<file path="src/shared/lfa_regs.vh">
// lfa_regs.vh: constants for the literal/file alu datapath
// assumes inclusion by bare name from core files
`ifndef LFA_REGS_VH
`define LFA_REGS_VH
// operation codes presented by the decoder
`define LFA_OP_NOP 3'h0
`define LFA_OP_ADDLIT 3'h1
`define LFA_OP_ADDFILE 3'h2
`define LFA_OP_ANDFILE 3'h3
`define LFA_OP_ANDLIT 3'h4
`define LFA_OP_BITCLR 3'h5
`define LFA_OP_BITSET 3'h6
// destination select values
`define LFA_DEST_ACC 1'b0
`define LFA_DEST_FILE 1'b1
// status flag positions in the flag bus
`define LFA_FLAG_C 0
`define LFA_FLAG_DC 1
`define LFA_FLAG_Z 2
// reset values
`define LFA_ACC_RST 8'h00
`define LFA_FLAGS_RST 3'h0
`define LFA_ADDR_RST 7'h00
`endif

</file>
<file path="src/core/lfa_adder.v">
// lfa_adder.v: 8-bit adder with nibble carry split
// assumes purely combinational use by the datapath
`include "lfa_regs.vh"
module lfa_adder
#(
    parameter WIDTH = 8
)
(
    input wire [WIDTH-1:0] a,
    input wire [WIDTH-1:0] b,
    output wire [WIDTH-1:0] sum,
    output wire carry,
    output wire half_carry
)
;
    wire [4:0] lo_sum;
    wire [WIDTH-4:0] hi_sum;

    // low nibble first so its carry is visible for the digit flag
    assign lo_sum = {1'b0, a[3:0]} + {1'b0, b[3:0]};
    assign hi_sum = {1'b0, a[WIDTH-1:4]} + {1'b0, b[WIDTH-1:4]} + {{(WIDTH-4){1'b0}}, lo_sum[4]};
    assign sum = {hi_sum[WIDTH-5:0], lo_sum[3:0]};
    assign carry = hi_sum[WIDTH-4];
    assign half_carry = lo_sum[4];
endmodule // lfa_adder

</file>
<file path="src/core/lfa_alu.v">
// lfa_alu.v: execute stage for literal/file add, and, bit set/clear
// assumes decoder gives one op pulse with operands, file data already read
//
// Contract
// - add literal to accumulator, flags c dc z
// - add accumulator and file, flags c dc z
// - destination 0 accumulator, 1 file register
// - and accumulator with file, zero flag only
// - and literal into accumulator, zero only
// - bit clear file bit, flags unchanged
// - bit set file bit, flags unchanged
`include "lfa_regs.vh"
module lfa_alu
#(
    parameter WIDTH = 8,
    parameter AW = 7
)
(
    input wire ref_clk,
    input wire rst_n,
    input wire op_valid,
    input wire [2:0] op_code,
    input wire [WIDTH-1:0] literal,
    input wire [AW-1:0] file_addr,
    input wire dest_sel,
    input wire [2:0] bit_sel,
    input wire [WIDTH-1:0] file_rdata,
    output reg [WIDTH-1:0] acc_r,
    output reg [2:0] flags_r,
    output reg file_we_r,
    output reg [AW-1:0] file_waddr_r,
    output reg [WIDTH-1:0] file_wdata_r,
    output reg done_r
)
;
    reg [WIDTH-1:0] acc_nxt;
    reg [2:0] flags_nxt;
    reg file_we_nxt;
    reg [AW-1:0] file_waddr_nxt;
    reg [WIDTH-1:0] file_wdata_nxt;
    reg done_nxt;
    // decoded instruction strobes, only ever high together with op_valid
    reg is_add_literal_to_acc;
    reg is_add_acc_and_file;
    reg is_and_acc_with_file;
    reg is_and_literal_into_acc;
    reg is_bit_clear_file;
    reg is_bit_set_file;
    reg is_file_form;
    // datapath intermediates
    reg [WIDTH-1:0] add_b;
    reg [WIDTH-1:0] and_res;
    reg [WIDTH-1:0] file_op_res;
    reg [WIDTH-1:0] bit_mask;
    reg add_zero;
    reg and_zero;
    wire [WIDTH-1:0] sum;
    wire carry;
    wire half_carry;

    // instruction decode; codes 0 and 7 raise no strobe at all
    always @*
    begin
        is_add_literal_to_acc = 1'b0;
        is_add_acc_and_file = 1'b0;
        is_and_acc_with_file = 1'b0;
        is_and_literal_into_acc = 1'b0;
        is_bit_clear_file = 1'b0;
        is_bit_set_file = 1'b0;
        if (op_valid)
        begin
            case (op_code)
                `LFA_OP_ADDLIT:
                begin
                    is_add_literal_to_acc = 1'b1;
                end
                `LFA_OP_ADDFILE:
                begin
                    is_add_acc_and_file = 1'b1;
                end
                `LFA_OP_ANDFILE:
                begin
                    is_and_acc_with_file = 1'b1;
                end
                `LFA_OP_ANDLIT:
                begin
                    is_and_literal_into_acc = 1'b1;
                end
                `LFA_OP_BITCLR:
                begin
                    is_bit_clear_file = 1'b1;
                end
                `LFA_OP_BITSET:
                begin
                    is_bit_set_file = 1'b1;
                end
                default:
                begin
                    // nop and spare code: done still pulses and the write address loads, nothing else moves
                    is_bit_set_file = 1'b0;
                end
            endcase
        end
        is_file_form = is_add_acc_and_file | is_and_acc_with_file;
    end

    // one adder serves both add forms; a mux is cheaper than a second adder
    always @*
    begin
        if (is_add_literal_to_acc)
        begin
            add_b = literal;
        end
        else
        begin
            add_b = file_rdata;
        end
    end

    lfa_adder #(.WIDTH(WIDTH)) u_add
    (
        .a(acc_r),
        .b(add_b),
        .sum(sum),
        .carry(carry),
        .half_carry(half_carry)
    );

    // one row of and gates for the literal and the file form
    always @*
    begin
        if (is_and_literal_into_acc)
        begin
            and_res = acc_r & literal;
        end
        else
        begin
            and_res = acc_r & file_rdata;
        end
    end

    // result of the file-sourced forms before destination steering
    always @*
    begin
        if (is_add_acc_and_file)
        begin
            file_op_res = sum;
        end
        else
        begin
            file_op_res = and_res;
        end
    end

    // one-hot mask of the selected bit
    always @*
    begin
        bit_mask = {{(WIDTH-1){1'b0}}, 1'b1} << bit_sel;
    end

    // zero detect kept per path so the flag never sees the wrong unit
    always @*
    begin
        add_zero = (sum == {WIDTH{1'b0}});
        and_zero = (and_res == {WIDTH{1'b0}});
    end

    // accumulator: literal forms always, file forms only when d is 0
    always @*
    begin
        acc_nxt = acc_r;
        if (is_add_literal_to_acc)
        begin
            acc_nxt = sum;
        end
        else if (is_and_literal_into_acc)
        begin
            acc_nxt = and_res;
        end
        else if (is_file_form && dest_sel == `LFA_DEST_ACC)
        begin
            acc_nxt = file_op_res;
        end
    end

    // flags: adds touch all three, ands only zero
    always @*
    begin
        flags_nxt = flags_r;
        if (is_add_literal_to_acc || is_add_acc_and_file)
        begin
            flags_nxt[`LFA_FLAG_C] = carry;
            flags_nxt[`LFA_FLAG_DC] = half_carry;
            flags_nxt[`LFA_FLAG_Z] = add_zero;
        end
        else if (is_and_literal_into_acc || is_and_acc_with_file)
        begin
            flags_nxt[`LFA_FLAG_Z] = and_zero;
        end
        // bit set and clear fall through, status kept
    end

    // file write; file_rdata must already carry any write still in flight,
    // this block does no forwarding of its own
    always @*
    begin
        file_we_nxt = 1'b0;
        file_wdata_nxt = file_wdata_r;
        if (is_bit_clear_file)
        begin
            file_we_nxt = 1'b1;
            file_wdata_nxt = file_rdata & ~bit_mask;
        end
        else if (is_bit_set_file)
        begin
            file_we_nxt = 1'b1;
            file_wdata_nxt = file_rdata | bit_mask;
        end
        else if (is_file_form && dest_sel == `LFA_DEST_FILE)
        begin
            file_we_nxt = 1'b1;
            file_wdata_nxt = file_op_res;
        end
    end

    // address and done follow every accepted op, spare codes included
    always @*
    begin
        file_waddr_nxt = file_waddr_r;
        done_nxt = op_valid;
        if (op_valid)
        begin
            file_waddr_nxt = file_addr;
        end
    end

    // all outputs registered; write strobe and done last one cycle
    always @(posedge ref_clk or negedge rst_n)
    begin
        if (!rst_n)
        begin
            acc_r <= `LFA_ACC_RST;
            flags_r <= `LFA_FLAGS_RST;
            file_we_r <= 1'b0;
            file_waddr_r <= `LFA_ADDR_RST;
            file_wdata_r <= {WIDTH{1'b0}};
            done_r <= 1'b0;
        end
        else
        begin
            acc_r <= acc_nxt;
            flags_r <= flags_nxt;
            file_we_r <= file_we_nxt;
            file_waddr_r <= file_waddr_nxt;
            file_wdata_r <= file_wdata_nxt;
            done_r <= done_nxt;
        end
    end
endmodule // lfa_alu

</file>
<file path="config.mk">
export PLATFORM = sky130hd
export DESIGN_NAME = lfa_alu
export DESIGN_NICKNAME = d
export VERILOG_FILES = /design/src/core/lfa_adder.v /design/src/core/lfa_alu.v
export VERILOG_INCLUDE_DIRS = /design/src /design/src/shared
export SDC_FILE = /design/constraint.sdc
export NUM_CORES = 1
export LEC_CHECK = 0
export CORE_MARGIN = 2
export CORE_UTILIZATION = 50
export CTS_CLUSTER_DIAMETER = 80
export DETAILED_ROUTE_END_ITERATION = 12
export DONT_BUFFER_PORTS = 1
export GPL_ROUTABILITY_DRIVEN = 0
export PLACE_DENSITY = 0.68
export SLEW_MARGIN = 5
export SYNTH_ARGS = -nofsm -noshare
export SYNTH_HDL_FRONTEND = slang
export SYNTH_SLANG_ARGS = --single-unit
</file>
<file path="constraint.sdc">
create_clock -name ref_clk -period 2.8 [get_ports ref_clk]
set_clock_uncertainty 0.15 [all_clocks]
set_input_delay 0.56 -clock ref_clk [delete_from_list [all_inputs] [get_ports ref_clk]]
set_output_delay 0.56 -clock ref_clk [all_outputs]
set_load 0.005 [all_outputs]
</file>
==> results.md, run 1 <==
- Status: finished with violations
- Violations in the final reports: negative setup slack
- Overall fraction of global-route tracks in use: 24.1%
- Number of input and output port buffers inserted: 0
- Final clock period utilization by the worst path: 122%
- Remaining antenna violation count after routing: 0
- Average footprint of a synthesized cell: 8.96 µm²
- Top cells by area in the synthesized netlist: dfrtp_1 32%, a21oi_1 6.4%, mux2_2 6.2%
- Sort of element at the end of the critical path: flip-flop
- Synth warnings: 0
- Total of max-cap violations: 0
- Reg-to-reg startpoint: acc_r[0]
- Post-layout power: 0.00144 W
- Kind of cell with the highest combined delay on the critical path: compound AO/OA/AOI/OAI gates
- Number of enable flip-flop cells after synthesis: 0
- Relative slew margins: 53.8%
- Cell with the biggest individual delay on the critical path: or3_4
- Slew at the pin closest to its max-slew limit: 689 ps
- Cell repeated most along the worst path: fa_2
- Growth of design area from synthesis to finish: 18.5%
- Ant diodes: 0
- Cell type with the largest total area after synthesis: dfrtp_1
- Net count, final: 306
- Final Hold Fails: 0
- Slowest Stage Delay on Critical Path: 370 ps
- First-pass detailed-route iteration total: 4
- Cell area after placement: 2370 µm²
- Initial DRC count: 112
- Multi-input logic area: 1480 µm²
- Vias in the first global route: 1,825
- Origin of the worst min-delay path: op_valid
- Antenna violations before repair: 0
- Number of standard cells after synthesis: 244
- Wire length after detailed routing: 5680 µm
- Ratio of cells with drive above 1 in the final layout: 26.7%
- Overflow left after global routing: 0
- Synth async-reset ratio: 100%
- Number of placed instances, taps included: 304
- Post-synthesis register bit count: 28
- Worst Setup Slack, final: -615 ps
- Pwr/cell area: 557 nW/µm²
- Die height: 70.1 µm
- Wire length of the first global-routing pass: 9510 µm
- Crit Path Category: in -> reg
- Critical Path RT: 2800 ps
- Dpl ws: -977 ps
- Clock Latency Late Sink: 270 ps
- Number of buffers created by CTS: 3
- Clk buf depth: 2
- Starting Density: 50.9%
- Leak: 1.10 nW
- Non-Filler Instances: 314
- Max Fclk: 293 MHz
- Type of the tightest min-delay check: in -> reg
- Register Area: 701 µm²
- Library cell used as clock root buffer: clkbuf_8
- Final setup vio count: 10
- Proportion of synthesized chip area in sequential cells: 32.0%
- Sequence of cells on the critical path: nor2b_4 > and3b_2 > buf_6 > mux2_4 > ha_4 > fa_2 > a21o_1 > a21oi_2 > fa_2 > nor2b_1 > o21a_1 > or3_4 > a32oi_4 > a311oi_1
- Post-synth top area share: 32.0%
- Post-synth top flop: dfrtp_1
- Post-synth cell types: 50
- Net count after synthesis: 287
- Critical path launch point type: input pin
- Buf/Inv on CP: 1
- Largest fanout on the critical path: 14
- Ratio of routed vias to standard cells: 6.16
- Drc violations: 0
- Clock period minus worst slack: 3420 ps
- Post-detailed-placement half-perimeter wirelength: 4240 µm
- Total vias in the final route: 1,933
- Number of slew-limit violations in the final report: 0
- Core box area: 4290 µm²
- Top-level I/O count: 61
- CTS clock-pin slew for the worst setup and hold paths: 100 ps
- Placement row count: 24
- Post-synth design cell area: 2190 µm²
- Startpoint of the most critical setup path: op_code[0]
- Floorplan die area: 4920 µm²
- Data arrival time of the critical path: 3410 ps
- Maximum number of pins on one net before global-route repair: 29
- Clock tree from TritonCTS: built
- Horizontal die dimension: 70.1 µm
- Maximum level of the CTS H-tree: 1
- Filler instances: 376
- Sink count of the clock tree: 28
- Final instance area: 2590 µm²
- Setup repair after global routing missed its margin: yes
- Routed wire length per instance: 18.1 µm
- Hold slack final: 159 ps
- Reg2reg setup slack: -60 ps
- Worst IR drop on VDD: 0.000305 V
## synthesized netlist by cell type, types with 7 or more instances
master	number
nor2_1	14
mux2i_1	10
nor2b_1	7
mux2_2	12
clkbuf_1	7
nand2_1	31
o21ai_1	8
a21oi_1	28
dfrtp_1	28
ha_1	7
## where the power goes
part / leakage (nW) / switching, W / internal (W)
logic: 0.711 / 0.000276 / 0.000291
clock network: 0.0357 / 0.000130 / 0.000191
registers: 0.350 / 0.0000761 / 0.000480
total: 1.10 / 0.000482 / 0.000962
## cells by family (layout without fill, tap and decap cells)
group | count (synthesis) | count (layout) | synth area share [%]
buffers and inverters | 23 | 41 | 5.32
and+or+nand+nor | 78 | 78 | 19.1
xor gates and xnor gates | 4 | 4 | 1.60
DFF | 28 | 28 | 32.0
adders and majority gates | 10 | 10 | 6.75
muxes | 27 | 27 | 13.3
AOI/OAI and AO/OA | 74 | 74 | 21.9
## stage by stage
step	utilization [%]	TNS, ps
finish	60.3	-4410
CTS	59.3	-4130
global route	60.3	-5350
global placement	55.3	-7680
detailed placement	55.3	-8380
floorplan	-	-7500
## sequential cells by signal, indices dropped and copies added (netlist names)
register      cells
done_r            1
file_wdata_r      8
acc_r             8
file_we_r         1
file_waddr_r      7
flags_r           3
## per-layer routing
metal | GRT usage (%) | up-vias | routed length, µm
li1 | - | 931 | -
met1 | 34.0 | 923 | 2520
met2 | 38.1 | 72 | 2650
met3 | 6.20 | 7 | 467
met4 | 3.85 | 0 | 51
met5 | 0 | - | 0
## placed cells by master (no fill, tap or decap), drive strengths merged, types with 3 or more instances in the layout
cell    instances
a211oi          6
a21o            4
a21oi          28
a32o            3
a32oi           3
buf            29
clkbuf          3
dfrtp          28
fa              3
ha              7
inv             7
mux2           17
mux2i          10
nand2          31
nand3           3
nand3b          3
nor2           14
nor2b           7
o21ai          12
o31ai           6
or3             3
## worst register-to-register path: stages (launching register included)
cell,delay (ps)
dfrtp_1,440
ha_4,190
fa_2,340
a21o_1,210
a21oi_2,180
fa_2,240
nor2b_1,50
o21a_1,200
or3_4,370
a32oi_4,260
a311oi_1,120
## area by class of cell
| class | instances | area share [%] |
|---|---|---|
| clock buffers | 3 | 1.59 |
| multi-input cells | 193 | 57.1 |
| well taps | 52 | 2.51 |
| flip-flops and latches | 28 | 27.0 |
| inverters | 7 | 1.01 |
| repair buffers | 30 | 9.56 |
| clock inverters | 1 | 1.16 |
## final timing paths
kind	cells past startpoint	to
min in group asynchronous	2	acc_r[1]
worst min-delay path	0	done_r
worst max-delay path	14	file_wdata_r[7]
worst min register to register	1	file_wdata_r[1]
max in group asynchronous	2	flags_r[2]
worst max register to register	10	file_wdata_r[7]
## timing repair
action                                  CTS  global route
endpoints found under the setup margin   10            12
resized for setup                        14             7
pin swaps                                12             4
hold buffers                              2             0
buffers inserted                          1             4
endpoints found under the hold margin    28             0
cloned                                    0             0
Note: power is estimated with default switching activity, not from simulation.
==> inputs of run 2 (changes only) <==
CORE_UTILIZATION = 40   (was 50)
PLACE_DENSITY = unset   (was 0.68)
SYNTH_HIERARCHICAL = 1   (was unset)
==> results.md, run 2 <==
- Status: finished with violations
- Violations in the final reports: negative setup slack
- Antenna violations before repair: 0 (unchanged)
- Proportion of synthesized chip area in sequential cells: 31.3% (-0.75 points)
- Overall fraction of global-route tracks in use: 22.5% (-1.6 points)
- Sink count of the clock tree: 28 (unchanged)
- Net count after synthesis: 280 (-2.4%)
- Multi-input logic area: 1560 µm² (+5.5%)
- Clock tree from TritonCTS: built
- Synth warnings: 6 (+6)
- Floorplan die area: 6210 µm² (+26%)
- Crit Path Category: in -> reg
- Largest registers: acc_r (8), file_wdata_r (8), file_waddr_r (7)
- Post-layout power: 0.00148 W (+2.8%)
- Number of input and output port buffers inserted: 0 (unchanged)
- Sort of element at the end of the critical path: flip-flop
- Post-synth top area share: 31.3% (-0.75 points)
- Slew at the pin closest to its max-slew limit: 565 ps (-124 ps)
- Leading cell type by number of instances after synthesis: dfrtp_1
- Post-synth top flop: dfrtp_1
- Growth of design area from synthesis to finish: 19.4%
- Core box area: 5470 µm² (+27%)
- Ant diodes: 0 (unchanged)
- Relative slew margins: 62.4% (+8.5 points)
- Switching component of the power: 0.000506 W (+5.0%)
- Ratio of routed vias to standard cells: 6.32 (+2.6%)
- Number of placed instances, taps included: 315 (+3.6%)
- Post-synthesis register bit count: 28 (unchanged)
- Initial DRC count: 109 (-2.7%)
- Slowest Stage Delay on Critical Path: 430 ps (+60 ps)
- Number of buffers created by CTS: 3 (unchanged)
- Remaining antenna violation count after routing: 0 (unchanged)
- Clock period minus worst slack: 3440 ps (+20.3 ps)
- Critical Path RT: 2840 ps (+40 ps)
- Vias in the first global route: 2,091 (+15%)
- Filler instances: 537 (+43%)
- Routed wire length per instance: 21.3 µm (+18%)
- Worst IR drop on VDD: 0.000406 V (+33%)
- Pwr/cell area: 555 nW/µm² (-0.45%)
- Share of total power in combinational logic: 41.3% (+2.1 points)
- Horizontal die dimension: 78.8 µm (+12%)
- Total of max-cap violations: 0 (unchanged)
- Maximum level of the CTS H-tree: 1 (unchanged)
- Final clock period utilization by the worst path: 123% (+0.73 points)
- Cell type with the largest total area after synthesis: dfrtp_1
- Type of the tightest min-delay check: in -> reg
- Post-detailed-placement half-perimeter wirelength: 4980 µm (+18%)
- Synth async-reset ratio: 100% (unchanged)
- Worst Setup Slack, final: -636 ps (-20.3 ps)
- Number of slew-limit violations in the final report: 0 (unchanged)
- Non-Filler Instances: 326 (+3.8%)
- Commonest cells in the netlist: 28 x dfrtp_1, 24 x nand2_1, 17 x a21oi_1, 15 x mux2_2, 11 x o21ai_0
- Drc violations: 0 (unchanged)
- Overflow left after global routing: 0 (unchanged)
- Top-level I/O count: 61 (unchanged)
- Most common cell after layout, fill and taps aside: dfrtp_1
- Cell with the biggest individual delay on the critical path: fa_2
- Critical path launch point type: input pin
- Final TNS setup: -5060 ps (-647 ps)
- Number of standard cells after synthesis: 237 (-2.9%)
- Sequence of cells on the critical path: and2b_1 > and2_4 > mux2_4 > ha_4 > fa_2 > a21o_1 > a21o_1 > fa_2 > inv_2 > fa_2 > inv_2 > nor3_2 > a32o_1 > a21o_1
- Setup repair after global routing missed its margin: yes
- Largest fanout on the critical path: 17 (+3)
- Total vias in the final route: 2,059 (+6.5%)
- Relative contribution of sequential cells to total power: 36.6% (-1.9 points)
- Post-synth design cell area: 2240 µm² (+2.4%)
- Wire length of the first global-routing pass: 10,800 µm (+13%)
- First-pass detailed-route iteration total: 4 (unchanged)
- Maximum number of pins on one net before global-route repair: 29 (unchanged)
- Clk network pwr share: 22.1% (-0.2 points)
- Top cells by area in the synthesized netlist: dfrtp_1 31%, mux2_2 7.5%, mux2i_1 4.0%
- Number of enable flip-flop cells after synthesis: 0 (unchanged)
- Post-synth cell types: 54 (+8.0%)
- Final Util: 48.9% (-11 points)
- Wire length after detailed routing: 6930 µm (+22%)
- CTS clock-pin slew for the worst setup and hold paths: 110 ps (about the same)
- Share of total power consumed by net switching: 34.1% (+0.73 points)
- Leak: 1.15 nW (+4.9%)
- Die height: 78.8 µm (+12%)
- Final setup vio count: 10 (unchanged)
- Most frequent cells in the layout: 28 x dfrtp_1, 24 x nand2_1, 21 x buf_4, 17 x a21oi_1, 13 x mux2_2
- Ratio of cells with drive above 1 in the final layout: 30.3% (+3.6 points)
- Max Fclk: 291 MHz (-0.59%)
- Average footprint of a synthesized cell: 9.45 µm² (+5.4%)
- Dpl ws: -1010 ps (-29.7 ps)
- Placement row count: 27 (+13%)
- Register Area: 701 µm² (unchanged)
- Net count, final: 298 (-2.6%)
- Internal power summed over all cells: 0.000978 W (+1.6%)
- Starting Density: 40.9% (-10 points)
- Clock Latency Late Sink: 290 ps (+20 ps)
- Library cell used as clock root buffer: clkbuf_8
- Final Hold Fails: 0 (unchanged)
- Clk buf depth: 2 (unchanged)
- Data arrival time of the critical path: 3480 ps (+70 ps)
==> run 2: cell count changes after synthesis, moves of 3 or more <==
cell / change
nor3_1: +4
mux2_2: +3
nor2_1: -11
and2_0: +4
buf_6: -3
nand2_1: -7
mux2_1: -4
buf_4: +3
o21ai_0: +7
a21o_1: +3
o21ai_1: -5
clkbuf_1: -4
a21oi_1: -11
==> run 2: area by class of cell <==
class	count	area share, %
inverters	8	1.12
clock buffers	3	1.54
repair buffers	26	8.28
well taps	72	3.37
flip-flops and latches	28	26.2
clock inverters	1	1.12
multi-input cells	188	58.4
==> run 2: per-stage QoR <==
stage,hold slack (ps),area (µm²)
after floorplan,114,2290
after global placement,115,2450
after detailed placement,115,2450
after CTS,145,2600
after global routing,133,2680
final,159,2680
==> run 2: power by group through the flow <==
stage,sequential (W),combinational (W),clock (W)
floorplan,0.000541,0.000330,0
global placement,0.000552,0.000489,0
detailed placement,0.000554,0.000493,0
CTS,0.000545,0.000539,0.000339
global route,0.000557,0.000663,0.000351
finish,0.000543,0.000613,0.000328
==> run 2: timing repair <==
action / in CTS / in global routing
hold endpoints to repair: 28 / 0
setup buffers: 1 / 5
setup endpoints to repair: 12 / 12
pin swaps: 5 / 12
gates resized for setup: 10 / 13
hold buffers: 2 / 0
==> run 2: path summary, 6_finish.rpt <==
path	start	to	slack (ps)	cells after the start
worst min-delay path	op_valid	done_r	160	0
worst min register to register	flags_r[0]	flags_r[0]	360	2
worst max register to register	acc_r[0]	flags_r[2]	-140	11
min in group asynchronous	rst_n	acc_r[3]	570	2
max in group asynchronous	rst_n	file_waddr_r[1]	1740	2
worst max-delay path	op_code[2]	flags_r[2]	-640	14
==> run 2: kinds of logic after synthesis <==
group           synth area share [%]
compound gates                  25.3
fa+ha+maj                       6.59
xor+xnor                        2.68
mux                             12.1
buf+inv                         4.41
simple gates                    17.7
flops                           31.3
==> run 2: critical path: cells and delay by family <==
kind	cells	cell delay (ps)
muxes	1	310
AOI/OAI and AO/OA	4	750
and+or+nand+nor	3	410
adders and majority gates	4	1310
buffers and inverters	2	150
==> run 2: layer usage <==
layer	vias up	routed length (µm)	track usage, %
met4	0	218	7.59
met3	27	734	6.93
met5	-	0	0
li1	925	-	-
met2	119	3180	36.7
met1	988	2800	28.3
